**src/rtl/sfs_map.vh**
```
// register map, field positions, reset values and timing figures of the fault supervisor
`ifndef SFS_MAP_VH
`define SFS_MAP_VH

// register indices; byte address is four times the index
`define SFS_IDX_ENABLES 8'h4F
`define SFS_IDX_BLANK 8'h50
`define SFS_IDX_COUNTS 8'h51
`define SFS_IDX_OV_SETUP 8'h52
`define SFS_IDX_RESTART 8'h53
`define SFS_IDX_STATUS 8'h54

// reset values
`define SFS_RST_ENABLES 8'h00
`define SFS_RST_BLANK 8'h01
`define SFS_RST_COUNTS 8'h22
`define SFS_RST_OV_SETUP 8'h20
`define SFS_RST_RESTART 8'h04

// enable register, 0 = protection on
`define SFS_EN_OC_BIT 7
`define SFS_EN_OL_BIT 6
`define SFS_EN_OV_BIT 5

// blanking and sensor rate register
`define SFS_OC_BLANK_MSB 7
`define SFS_OC_BLANK_LSB 4
`define SFS_OL_BLANK_MSB 3
`define SFS_OL_BLANK_LSB 1
`define SFS_TEMP_RATE_BIT 0

// fault count register
`define SFS_OC_CNT_MSB 7
`define SFS_OC_CNT_LSB 5
`define SFS_OC_LAT_BIT 4
`define SFS_OL_CNT_MSB 3
`define SFS_OL_CNT_LSB 1
`define SFS_OL_LAT_BIT 0

// overvoltage register
`define SFS_OV_CNT_MSB 7
`define SFS_OV_CNT_LSB 5
`define SFS_OV_LAT_BIT 4
`define SFS_OV_TYPE_BIT 3
`define SFS_OV_BLANK_MSB 2
`define SFS_OV_BLANK_LSB 0

// restart register
`define SFS_RESTART_MSB 7
`define SFS_RESTART_LSB 2
`define SFS_SLOW_BIT 1
`define SFS_SCOPE_BIT 0

// timing figures
`define SFS_CLK_MHZ 250
`define SFS_OC_BASE_NS 150
`define SFS_OC_STEP_NS 50
`define SFS_OL_BASE_NS 1000
`define SFS_OL_STEP_NS 500
`define SFS_OV_BASE_NS 1000
`define SFS_OV_STEP_NS 500
`define SFS_T2_OFFSET_NS 500
`define SFS_RESTART_FAST_NS 25600
`define SFS_RESTART_SLOW_US 40960
`define SFS_T2_OFFSET_CYC ((`SFS_T2_OFFSET_NS * `SFS_CLK_MHZ) / 1000)

`endif

```
**src/rtl/sfs_fault_supervisor.v**
```verilog
// second-stage fault supervisor: apb registers, blanking, fault fsm, restart, sensor rate
//
// Notes on behaviour
// - overcurrent blanked 150 ns plus 50 ns steps
// - open-loop blanked 1 us plus 0.5 us steps
// - fixed overvoltage blanking 1 us plus 0.5 us
// - type bit picks fixed or previous interval minus 500ns
// - temperature sampled fast or slow outside fault
// - overcurrent needs n consecutive events, 0 forces
// - open-loop needs n consecutive events, 0 forces
// - overvoltage needs n consecutive events, 0 forces
// - per-fault bit picks latched or unlatched
// - restart delay is setting times fast/slow tick
// - scope bit: second stage only or both
// - enable bits, zero turns protection on
//
// Decided for this implementation: the APB register port.
`timescale 1ns/1ps
`default_nettype none
`include "sfs_map.vh"

module sfs_fault_supervisor #(
  // long counts, shortened in simulation
  parameter FAST_TICK_CYC = (`SFS_RESTART_FAST_NS * `SFS_CLK_MHZ) / 1000,
  parameter SLOW_TICK_CYC = `SFS_RESTART_SLOW_US * `SFS_CLK_MHZ,
  parameter TEMP_FAST_CYC = 25000,
  parameter TEMP_SLOW_CYC = 250000
) (
  // clock and reset
  input wire core_clk,
  input wire rst,
  // apb slave
  input wire psel,
  input wire penable,
  input wire pwrite,
  input wire [11:0] paddr,
  input wire [31:0] pwdata,
  output reg [31:0] prdata,
  output wire pready,
  output reg pslverr,
  // converter switching and sense comparators
  input wire sw_on_pulse,
  input wire sw_off_pulse,
  input wire overcurrent_cmp,
  input wire open_loop_cmp,
  input wire overvoltage_cmp,
  // temperature sensor
  input wire internal_overtemp_fault,
  output reg temp_sample_strobe,
  // stage shutdown
  output wire stage2_off,
  output wire boost_off
);

  ////////////////////////////////////////////////////////////////////////////
  // fault state machine codes

  localparam [2:0] ST_RUN = 3'b001; // stages running
  localparam [2:0] ST_WAIT = 3'b010; // unlatched fault, counting down
  localparam [2:0] ST_LATCH = 3'b100; // latched fault, held until reset

  ////////////////////////////////////////////////////////////////////////////
  // registers and state

  reg [7:0] enables_ff; // protection disable bits
  reg [7:0] blank_ff; // blanking settings and sensor rate
  reg [7:0] counts_ff; // count thresholds and latch types
  reg [7:0] ov_setup_ff; // overvoltage setup
  reg [7:0] restart_ff; // restart time, slow bit, scope
  reg [2:0] state_ff; // fault fsm
  reg [2:0] nxt_state;
  reg [2:0] cause_ff; // faults seen at last entry
  reg [2:0] nxt_cause;
  reg scope_ff; // shutdown scope held for this fault
  reg nxt_scope;
  reg [5:0] left_ff; // restart ticks remaining
  reg [5:0] nxt_left;
  reg [23:0] pre_ff; // restart tick prescaler
  reg [23:0] nxt_pre;
  reg [15:0] t2_cnt_ff; // running interval since turn-off
  reg [15:0] t2_prev_ff; // last completed interval
  reg t2_run_ff; // interval measurement running
  reg [23:0] temp_cnt_ff; // sensor sample divider

  ////////////////////////////////////////////////////////////////////////////
  // field views

  wire [3:0] oc_blank_set = blank_ff[`SFS_OC_BLANK_MSB:`SFS_OC_BLANK_LSB];
  wire [2:0] ol_blank_set = blank_ff[`SFS_OL_BLANK_MSB:`SFS_OL_BLANK_LSB];
  wire [2:0] ov_blank_set = ov_setup_ff[`SFS_OV_BLANK_MSB:`SFS_OV_BLANK_LSB];
  wire [2:0] oc_cnt_set = counts_ff[`SFS_OC_CNT_MSB:`SFS_OC_CNT_LSB];
  wire [2:0] ol_cnt_set = counts_ff[`SFS_OL_CNT_MSB:`SFS_OL_CNT_LSB];
  wire [2:0] ov_cnt_set = ov_setup_ff[`SFS_OV_CNT_MSB:`SFS_OV_CNT_LSB];
  wire [5:0] restart_set = restart_ff[`SFS_RESTART_MSB:`SFS_RESTART_LSB];
  wire running = state_ff[0];

  ////////////////////////////////////////////////////////////////////////////
  // apb decode; every access completes with no wait state

  wire [11:0] a_en = {2'b00, `SFS_IDX_ENABLES, 2'b00};
  wire [11:0] a_blank = {2'b00, `SFS_IDX_BLANK, 2'b00};
  wire [11:0] a_counts = {2'b00, `SFS_IDX_COUNTS, 2'b00};
  wire [11:0] a_ov = {2'b00, `SFS_IDX_OV_SETUP, 2'b00};
  wire [11:0] a_restart = {2'b00, `SFS_IDX_RESTART, 2'b00};
  wire [11:0] a_status = {2'b00, `SFS_IDX_STATUS, 2'b00};
  wire setup_ph = psel & ~penable; // read data prepared here
  wire wr_acc = psel & penable & pwrite; // write lands at access edge
  reg [31:0] rd_mux; // read value of the addressed word
  reg hit_addr; // address maps to a register

  assign pready = 1'b1;

  // read mux; unmapped words read zero and error
  always @* begin
    rd_mux = 32'h0000_0000;
    hit_addr = 1'b1;
    case (paddr)
      a_en: rd_mux = {24'h000000, enables_ff};
      a_blank: rd_mux = {24'h000000, blank_ff};
      a_counts: rd_mux = {24'h000000, counts_ff};
      a_ov: rd_mux = {24'h000000, ov_setup_ff};
      a_restart: rd_mux = {24'h000000, restart_ff};
      a_status: rd_mux = {26'h0000000, cause_ff, state_ff};
      default: hit_addr = 1'b0;
    endcase
  end

  // read data and error registered in the setup phase
  always @(posedge core_clk) begin
    if (rst) begin
      prdata <= 32'h0000_0000;
      pslverr <= 1'b0;
    end else if (setup_ph) begin
      prdata <= rd_mux;
      pslverr <= ~hit_addr;
    end
  end

  // register writes; status is read-only
  always @(posedge core_clk) begin
    if (rst) begin
      enables_ff <= `SFS_RST_ENABLES;
      blank_ff <= `SFS_RST_BLANK;
      counts_ff <= `SFS_RST_COUNTS;
      ov_setup_ff <= `SFS_RST_OV_SETUP;
      restart_ff <= `SFS_RST_RESTART;
    end else if (wr_acc) begin
      // only the low byte is stored
      if (paddr == a_en) begin
        enables_ff <= pwdata[7:0];
      end
      if (paddr == a_blank) begin
        blank_ff <= pwdata[7:0];
      end
      if (paddr == a_counts) begin
        counts_ff <= pwdata[7:0];
      end
      if (paddr == a_ov) begin
        ov_setup_ff <= pwdata[7:0];
      end
      if (paddr == a_restart) begin
        restart_ff <= pwdata[7:0];
      end
    end
  end

  ////////////////////////////////////////////////////////////////////////////
  // blanking lengths in clock cycles, least times rounded up

  wire [31:0] oc_blank_w;
  wire [31:0] ol_blank_w;
  wire [31:0] ov_fix_w;
  wire [31:0] ov_less_w; // interval minus offset at full width
  wire [15:0] ov_t2_cyc; // interval minus offset, at least one
  wire [15:0] ov_blank_cyc;

  assign oc_blank_w = ((`SFS_OC_BASE_NS + `SFS_OC_STEP_NS * oc_blank_set)
    * `SFS_CLK_MHZ + 999) / 1000;
  assign ol_blank_w = ((`SFS_OL_BASE_NS + `SFS_OL_STEP_NS * ol_blank_set)
    * `SFS_CLK_MHZ + 999) / 1000;
  assign ov_fix_w = ((`SFS_OV_BASE_NS + `SFS_OV_STEP_NS * ov_blank_set)
    * `SFS_CLK_MHZ + 999) / 1000;
  // a too short interval still leaves one blanked cycle
  assign ov_less_w = t2_prev_ff - `SFS_T2_OFFSET_CYC;
  // only used when above the offset, so the low half holds the whole value
  assign ov_t2_cyc = (t2_prev_ff > `SFS_T2_OFFSET_CYC) ? ov_less_w[15:0] : 16'h0001;
  assign ov_blank_cyc = ov_setup_ff[`SFS_OV_TYPE_BIT] ? ov_t2_cyc
    : ov_fix_w[15:0];

  ////////////////////////////////////////////////////////////////////////////
  // previous switching interval: turn-off to next turn-on

  always @(posedge core_clk) begin
    if (rst) begin
      t2_cnt_ff <= 16'h0000;
      t2_prev_ff <= 16'h0000;
      t2_run_ff <= 1'b0;
    end else if (sw_off_pulse) begin
      t2_cnt_ff <= 16'h0001;
      t2_run_ff <= 1'b1;
    end else if (sw_on_pulse && t2_run_ff) begin
      // completed interval used for the next blanking
      t2_prev_ff <= t2_cnt_ff;
      t2_run_ff <= 1'b0;
    end else if (t2_run_ff && t2_cnt_ff != 16'hFFFF) begin
      // saturate rather than wrap on a stalled converter
      t2_cnt_ff <= t2_cnt_ff + 16'h0001;
    end
  end

  ////////////////////////////////////////////////////////////////////////////
  // sense channels; disabled or faulted channels are held cleared

  wire oc_hit;
  wire ol_hit;
  wire ov_hit;
  wire oc_act = running & ~enables_ff[`SFS_EN_OC_BIT];
  wire ol_act = running & ~enables_ff[`SFS_EN_OL_BIT];
  wire ov_act = running & ~enables_ff[`SFS_EN_OV_BIT];

  // overcurrent, armed at switch turn-on
  sfs_event_counter u_oc (
    .core_clk(core_clk),
    .rst(rst),
    .arm_pulse(sw_on_pulse),
    .cmp_in(overcurrent_cmp),
    .active(oc_act),
    .blank_cycles(oc_blank_w[15:0]),
    .count_thr(oc_cnt_set),
    .fault_hit(oc_hit)
  );

  // open loop and sense resistor, armed at turn-on
  sfs_event_counter u_ol (
    .core_clk(core_clk),
    .rst(rst),
    .arm_pulse(sw_on_pulse),
    .cmp_in(open_loop_cmp),
    .active(ol_act),
    .blank_cycles(ol_blank_w[15:0]),
    .count_thr(ol_cnt_set),
    .fault_hit(ol_hit)
  );

  // output overvoltage, armed at switch turn-off
  sfs_event_counter u_ov (
    .core_clk(core_clk),
    .rst(rst),
    .arm_pulse(sw_off_pulse),
    .cmp_in(overvoltage_cmp),
    .active(ov_act),
    .blank_cycles(ov_blank_cyc),
    .count_thr(ov_cnt_set),
    .fault_hit(ov_hit)
  );

  ////////////////////////////////////////////////////////////////////////////
  // fault fsm and restart countdown

  wire [2:0] hits = {ov_hit, ol_hit, oc_hit};
  wire latch_req = (oc_hit & counts_ff[`SFS_OC_LAT_BIT])
    | (ol_hit & counts_ff[`SFS_OL_LAT_BIT])
    | (ov_hit & ov_setup_ff[`SFS_OV_LAT_BIT]);
  // tick length follows the slow bit, read live
  wire [31:0] tick_last_w = restart_ff[`SFS_SLOW_BIT] ? SLOW_TICK_CYC - 1
    : FAST_TICK_CYC - 1;
  wire [23:0] tick_last = tick_last_w[23:0]; // longest tick fits in 24 bits

  // next state; any latched cause wins over unlatched ones
  always @* begin
    nxt_state = state_ff;
    nxt_cause = cause_ff;
    nxt_scope = scope_ff;
    nxt_left = left_ff;
    nxt_pre = pre_ff;
    case (state_ff)
      ST_RUN: begin
        if (hits != 3'b000) begin
          nxt_cause = hits;
          nxt_scope = restart_ff[`SFS_SCOPE_BIT];
          nxt_left = restart_set;
          nxt_pre = 24'h000000;
          nxt_state = latch_req ? ST_LATCH : ST_WAIT;
        end
      end
      ST_WAIT: begin
        if (left_ff == 6'h00) begin
          nxt_state = ST_RUN;
        end else if (pre_ff >= tick_last) begin
          nxt_pre = 24'h000000;
          nxt_left = left_ff - 6'h01;
        end else begin
          nxt_pre = pre_ff + 24'h000001;
        end
      end
      ST_LATCH: begin
        // only reset leaves this state
        nxt_state = ST_LATCH;
      end
      default: begin
        nxt_state = ST_RUN;
      end
    endcase
  end

  // fsm registers
  always @(posedge core_clk) begin
    if (rst) begin
      state_ff <= ST_RUN;
      cause_ff <= 3'b000;
      scope_ff <= 1'b0;
      left_ff <= 6'h00;
      pre_ff <= 24'h000000;
    end else begin
      state_ff <= nxt_state;
      cause_ff <= nxt_cause;
      scope_ff <= nxt_scope;
      left_ff <= nxt_left;
      pre_ff <= nxt_pre;
    end
  end

  // stage shutdown from the fault state and held scope
  assign stage2_off = ~state_ff[0];
  assign boost_off = ~state_ff[0] & scope_ff;

  ////////////////////////////////////////////////////////////////////////////
  // internal temperature sampling rate

  // the overtemperature state always samples fast to catch recovery quickly
  wire slow_rate = blank_ff[`SFS_TEMP_RATE_BIT] & ~internal_overtemp_fault;
  wire [31:0] temp_last_w = slow_rate ? TEMP_SLOW_CYC - 1 : TEMP_FAST_CYC - 1;
  wire [23:0] temp_last = temp_last_w[23:0]; // slow period fits in 24 bits

  // divider producing a one-cycle sample strobe
  always @(posedge core_clk) begin
    if (rst) begin
      temp_cnt_ff <= 24'h000000;
      temp_sample_strobe <= 1'b0;
    end else if (temp_cnt_ff >= temp_last) begin
      temp_cnt_ff <= 24'h000000;
      temp_sample_strobe <= 1'b1;
    end else begin
      temp_cnt_ff <= temp_cnt_ff + 24'h000001;
      temp_sample_strobe <= 1'b0;
    end
  end

endmodule

`default_nettype wire

```
**src/rtl/sfs_event_counter.v**
```verilog
// one sense channel: blanking after arm, event capture and consecutive-event counting
`timescale 1ns/1ps
`default_nettype none

module sfs_event_counter (
  // clock and reset
  input wire core_clk,
  input wire rst,
  // switching cycle and sense input
  input wire arm_pulse,
  input wire cmp_in,
  input wire active,
  // settings
  input wire [15:0] blank_cycles,
  input wire [2:0] count_thr,
  // fault decision
  output wire fault_hit
);

  reg [15:0] blank_ff; // cycles of blanking left
  reg seen_ff; // event seen in this cycle
  reg [2:0] cnt_ff; // consecutive events so far
  wire [3:0] cnt_sum; // count including the cycle now ending
  wire reach; // threshold met at this boundary

  assign cnt_sum = {1'b0, cnt_ff} + 4'h1;
  assign reach = arm_pulse & seen_ff & (cnt_sum >= {1'b0, count_thr});
  // setting 0 holds the fault on for debug
  assign fault_hit = active & ((count_thr == 3'h0) | reach);

  // blanking, capture and count; a quiet cycle breaks the run
  always @(posedge core_clk) begin
    if (rst || !active) begin
      blank_ff <= 16'h0000;
      seen_ff <= 1'b0;
      cnt_ff <= 3'h0;
    end else if (arm_pulse) begin
      blank_ff <= blank_cycles;
      seen_ff <= 1'b0;
      if (seen_ff && !reach) begin
        cnt_ff <= cnt_sum[2:0];
      end else begin
        cnt_ff <= 3'h0;
      end
    end else if (blank_ff != 16'h0000) begin
      // comparator ignored while blanked
      blank_ff <= blank_ff - 16'h0001;
    end else if (cmp_in) begin
      seen_ff <= 1'b1;
    end
  end

endmodule

`default_nettype wire

```
**config.mk**
```make
export PLATFORM = sky130hd
export DESIGN_NAME = sfs_fault_supervisor
export DESIGN_NICKNAME = d
export VERILOG_FILES = /design/src/rtl/sfs_fault_supervisor.v /design/src/rtl/sfs_event_counter.v
export VERILOG_INCLUDE_DIRS = /design/src /design/src/rtl
export SDC_FILE = /design/constraint.sdc
export NUM_CORES = 1
export LEC_CHECK = 0
export BUFFER_PORTS_ARGS = -buffer_cell sky130_fd_sc_hd__buf_4
export CELL_PAD_IN_SITES_DETAIL_PLACEMENT = 1
export CELL_PAD_IN_SITES_GLOBAL_PLACEMENT = 1
export CORE_MARGIN = 2
export CORE_UTILIZATION = 44
export DETAILED_ROUTE_END_ITERATION = 16
export PLACE_DENSITY = 0.9
export SYNTH_ARGS = -nofsm -noshare
export SYNTH_HDL_FRONTEND = slang
export SYNTH_SLANG_ARGS = --single-unit
```
**constraint.sdc**
```tcl
create_clock -name core_clk -period 14.9 [get_ports core_clk]
set_input_delay 4.47 -clock core_clk [delete_from_list [all_inputs] [get_ports core_clk]]
set_output_delay 4.47 -clock core_clk [all_outputs]
set_load 0.02 [all_outputs]
```
==> results of run 1 <==
-- registers in the layout, indices dropped and copies added (netlist names), 16 cells and up --
signal and count:
pre_ff 24, u_ol.blank_ff 16, temp_cnt_ff 24, u_oc.blank_ff 16, t2_cnt_ff 16, u_ov.blank_ff 16, t2_prev_ff 16
-- stage by stage --
step,util,worst slack (ps)
after floorplan,-,313.8
after global placement,0.4737,-148.1
after detailed placement,0.4737,-582.1
after CTS,0.4869,4.448
after global routing,0.5058,-476.0
final,0.5058,66.39
-- per-layer routing --
layer	wire, µm	vias up	part of all wire	track usage
met5	61	-	0.00055	0
li1	-	14073	-	-
met1	43080	15745	0.39	0.3252
met3	6408	503	0.058	0.03144
met4	5993	10	0.054	0.1187
met2	55090	1366	0.50	0.5105
-- cell usage after synthesis, types with 17 or more instances --
cell type / count
fa_1: 84
o211ai_1: 47
nand2b_1: 39
a31oi_1: 40
and2_1: 48
nor2b_1: 36
nor3b_1: 22
a211o_1: 23
buf_4: 29
xor2_1: 127
a21oi_1: 210
nand3b_1: 18
o22ai_1: 24
nor4_1: 46
or4_1: 20
o21ai_0: 156
nand2_1: 328
or2_2: 38
a22oi_1: 24
inv_1: 213
o31ai_1: 17
buf_2: 24
a21o_1: 56
dfxtp_1: 204
ha_1: 203
nand3_1: 107
and3_1: 48
clkbuf_1: 106
o21a_1: 34
xnor2_1: 185
nor2_1: 434
mux2i_1: 92
nand4_1: 56
or3_1: 44
a211oi_1: 71
nor3_1: 113
-- kinds of logic (layout without fill, tap and decap cells) --
family                     count (synthesis)  in the layout  share of synthesized area
xor gates and xnor gates                 314            314                    0.09678
and+or+nand+nor                         1481           1481                     0.2601
adders and majority gates                291            291                     0.1488
other                                      2             31                  0.0002622
AOI/OAI and AO/OA                       1013           1013                     0.2539
DFF                                      204            204                     0.1426
buffers and inverters                    386            495                    0.05627
muxes                                    113            113                    0.04129
-- report_power, final --
group          switching, mW  total, mW  internal (mW)
combinational          0.189      0.298          0.109
sequential            0.0276      0.598          0.570
clock                  0.244      0.534          0.291
-- placed cells by master (no fill, tap or decap), types with 22 or more instances in the layout --
cell type,instances
buf_4,241
o22ai_1,22
nand4_1,56
or3_1,42
mux2i_1,87
nor2b_1,34
nand2b_1,38
clkbuf_16,22
or2_2,38
and2_1,46
ha_1,200
inv_1,212
a22oi_1,24
nor3_1,108
xor2_1,124
nor2_1,431
conb_1,30
o21ai_0,145
fa_1,83
a31oi_1,39
a211oi_1,62
o211ai_1,47
nand2_1,324
dfxtp_1,201
a21o_1,55
o21a_1,34
a211o_1,23
a21oi_1,200
xnor2_1,171
nand3_1,103
and3_1,42
nor4_1,38
-- worst paths after layout --
kind	startpoint	to	slack, ps	cells past startpoint
max	ov_setup_ff[1]	u_ov.blank_ff[0]	70	63
min reg2reg	temp_cnt_ff[0]	temp_cnt_ff[0]	460	1
max reg2reg	ov_setup_ff[1]	u_ov.blank_ff[0]	70	63
min	temp_cnt_ff[0]	temp_cnt_ff[0]	460	1
-- timing repair --
action	4_1_cts	5_1_grt
setup buffers	5	45
setup endpoints to repair	4	6
pin swaps	5	45
cloned	0	0
resized for setup	28	177
-- layout make-up --
cell class	count	area [µm²]
Antenna cell	1	2.502
Clock buffer	30	620.6
Clock inverter	6	41.29
Fill cell	7917	31800
Inverter	216	810.8
Multi-Input combinational cell	3242	24080
Sequential cell	204	4090
Tap cell	855	1070
Timing Repair Buffer	243	1832
==> flow_summary.yaml, run 1 <==
cts:
  clockRootBuffer: "clkbuf_16"
  ctsHtreeMaxLevel: 1
  cts_max_path_buffers: 3
  cts_sinks: 204
  clk_latency_ps: 540
  cts_buffers: 22
  holdBufCountCts: 0
  clkTransAtPathRegs_ps: 70
  cts_tree: "done"
final_layout:
  area_growth_pct: 13.66
  finalNetCount: 4271
  final_cells: 4797
  drive_gt1_frac: 0.1444
  final_area_um2: 32550
die:
  die_area_um2: 67140
  io_pins: 92
  core_area_um2: 64350
  start_util: 0.4450
  fp.dieH_um: 259.1
  fp-row-count: 93
  die_w_um: 259.1
synthesis:
  synth_seq_cells: 204
  yosysSeqAreaShare: 0.1426
  async_reset_ff_frac: 0
  synth-main-ff-cell: "dfxtp_1"
  yosys.cell_types.count: 134
  synth.largest_area_cell: "dfxtp_1"
  syn-cell-area_um2: 28640
  synth_edf_count: 0
  netlist_instances: 3804
  yosys-top-cells-area: "dfxtp_1 14%, ha_1 8.9%, fa_1 5.9%"
  avgSynthCellArea_um2: 7.528
  synthesis.yosys.warnings: 0
  yosysTopAreaCellShare: 0.1426
sta:
  worst_pin_slew_ps: 1319
  hold_ws_ps: 458.9
  drv_slew: 0
  rsz0062_at_grt: "yes"
  max-slew-margin-rel: 0.1177
  fmax_mhz: 67.41
  finalCritPeriodShare: 0.9955
  finalHoldViolations: 0
  timing.setup.tns_ps: 0
  skew_ps: 35.28
  min_period_ps: 14830
  finalSetupViolCount: 0
critical_path:
  setup.worst_path.class: "flop to flop"
  cp-end-kind: "flop"
  max_stage_delay_ps: 580
  worst_path_max_delay_cell: "fa_1"
  worstPathRequired_ps: 15320
  crit_arrival_ps: 15250
  cp-start-kind: "flop"
  crit_buf_inv: 17
  cp_common_cell: "buf_4"
  worstPathMaxFanout: 12
  cp_top_family: "compound AO/OA/AOI/OAI gates"
pwr:
  p_leak_nw: 12.89
  p_per_area_nw_per_um2: 43.93
  power_mw: 1.430
  vdd_drop_max_mv: 0.08010
worst_hold_path:
  hold_path_class: "flop to flop"
placed_design:
  dpl.hpwl_um: 74780
  placed_area_um2: 30480
  io_buffers: 42
  gp_congestion: 0.9445
  placed_cells: 4710
global_route:
  antenna_found_initial: 6
  grt.overflow.total: 0
  grt_max_degree: 51
  grt_pass1_vias: 31271
  grt_pass1_wl_um: 157900
  grtUsageTotal: 0.2781
run:
  cap_violations: 0
route:
  ant_nets: 0
  viasPerCell: 6.608
  drc: 0
  wl_um: 110600
  routedWlPerCell_um: 23.06
  routed-via-count: 31697
  drtIter0Drc: 2782
  dr.pass1.iters: 6
run_status:
  outcome: "completed"
(Power assumes the default switching activity.)
==> run 2, diff against run 1 <==
--- a/config.mk
+++ b/config.mk
@@ -11,6 +11,7 @@
 export CELL_PAD_IN_SITES_GLOBAL_PLACEMENT = 1
 export CORE_MARGIN = 2
 export CORE_UTILIZATION = 44
+export CTS_BUF_LIST = sky130_fd_sc_hd__clkbuf_16
 export DETAILED_ROUTE_END_ITERATION = 16
 export PLACE_DENSITY = 0.9
 export SYNTH_ARGS = -nofsm -noshare
==> flow_summary.yaml, run 2 (synthesis results as in run 1) <==
sta:
  finalCritPeriodShare: 1.014
  finalSetupViolCount: 1
  fmax_mhz: 66.17
  drv_slew: 0
  skew_ps: 39.80
  timing.setup.tns_ps: -213.0
  max-slew-margin-rel: 0.1281
  worst_pin_slew_ps: 1294
  finalHoldViolations: 0
  hold_ws_ps: 457.7
  worst_slack_ps: -213.0
  rsz0062_at_grt: "yes"
  min_period_ps: 15110
global_route:
  grt_pass1_vias: 31465
  grtUsageTotal: 0.2828
  grt_max_degree: 51
  antenna_found_initial: 10
  grt.overflow.total: 0
  grt_pass1_wl_um: 160300
cts:
  cts_max_path_buffers: 3
  clockRootBuffer: "clkbuf_16"
  ctsHtreeMaxLevel: 1
  clk_latency_ps: 550
  cts_sinks: 204
  clkTransAtPathRegs_ps: 60
  holdBufCountCts: 0
  cts_tree: "done"
  cts_buffers: 22
pwr:
  pwr-share-seq: 0.428
  p_per_area_nw_per_um2: 42.99
  p_comb_frac: 0.210
  swShare: 0.3228
  vdd_drop_max_mv: 0.08403
  p_int_mw: 0.9457
  power_mw: 1.396
  clock_power_share: 0.362
  p_sw_mw: 0.4507
  p_leak_nw: 12.86
critical_path:
  max_stage_delay_ps: 560
  cp_top_family: "compound AO/OA/AOI/OAI gates"
  crit_buf_inv: 14
  crit_arrival_ps: 15530
  setup.worst_path.class: "flop to flop"
  cp-end-kind: "flop"
  worstPathRequired_ps: 15320
  worst_path_max_delay_cell: "fa_1"
  worstPathMaxFanout: 12
  cp-start-kind: "flop"
die:
  fp-row-count: 93
  core_area_um2: 64350
  start_util: 0.4450
  io_pins: 92
  die_area_um2: 67140
  fp.dieH_um: 259.1
  die_w_um: 259.1
run_status:
  violations: "negative setup slack"
  outcome: "finished, violations left"
final_layout:
  final_common_cell: "nor2_1"
  largestRegisters: "pre_ff x24, temp_cnt_ff x24"
  area_growth_pct: 13.43
  finalNetCount: 4272
  drive_gt1_frac: 0.1441
  mostFrequentLayoutCells: "431 x nor2_1, 324 x nand2_1, 241 x buf_4"
  final_util: 0.5048
route:
  drtIter0Drc: 2569
  drc: 0
  viasPerCell: 6.576
  ant_nets: 0
  dr.pass1.iters: 8
  routed-via-count: 31556
  wl_um: 109100
  routedWlPerCell_um: 22.73
run:
  cap_violations: 0
placed_design:
  dpl.hpwl_um: 74780
  gp_congestion: 0.9445
  pre_cts_ws_ps: -582.1
  io_buffers: 42
worst_hold_path:
  hold_path_class: "flop to flop"
[run 2: cell count changes in the layout (fill, tap and decap cells not counted), moves of 3 or more]
cell / delta
a211oi_2: +3
clkinv_1: +4
clkbuf_8: -4
clkbuf_1: -4
inv_1: +4
a211oi_4: -3
[run 2: what timing repair did]
| action | 4_1_cts | 5_1_grt |
|---|---|---|
| pin swaps | 5 | 48 |
| setup endpoints to repair | 4 | 6 |
| gates resized for setup | 29 | 169 |
| gates cloned | 0 | 0 |
| setup buffers | 7 | 44 |
[run 2: stage by stage]
step | std cells | cell area, µm²
after global routing | 4798 | 32480
after CTS | 4753 | 31320
after floorplan | 3832 | 28740
after detailed placement | 4710 | 30480
after global placement | 4710 | 30480
final | 4799 | 32480
[run 2: final timing paths]
check | start | to | slack [ps] | depth (start not counted)
max reg2reg | ov_setup_ff[1] | u_ov.blank_ff[0] | -210 | 59
max | ov_setup_ff[1] | u_ov.blank_ff[0] | -210 | 59
min | temp_cnt_ff[0] | temp_cnt_ff[0] | 460 | 1
min reg2reg | temp_cnt_ff[0] | temp_cnt_ff[0] | 460 | 1
[run 2: layout make-up]
cell class                 count  area, µm²
sequential                   204       4090
clock buffer                  22      550.5
inverter                     216      810.8
clock inverter                14      71.32
tap                          855       1070
antenna                        2      5.005
multi-input combinational   3242      24040
timing repair buffer         244       1852
fill                        7903      31860
[run 2: per-layer routing]
metal  vias up  part of all wire  track usage
li1      14085                 -            -
met1     15700              0.39       0.3317
met2      1269              0.50       0.5166
met3       486             0.055      0.03115
met4        16             0.053       0.1243
met5         -           0.00086            0
[run 2: power by group through the flow]
stage | Clock, mW | Combinational (mW) | Sequential [mW]
5_1_grt | 0.528 | 0.317 | 0.600
4_1_cts | 0.503 | 0.270 | 0.596
3_5_place_dp | 0 | 0.261 | 0.607
6_report | 0.505 | 0.293 | 0.598
3_3_place_gp | 0 | 0.248 | 0.605
2_1_floorplan | 0 | 0.199 | 0.602
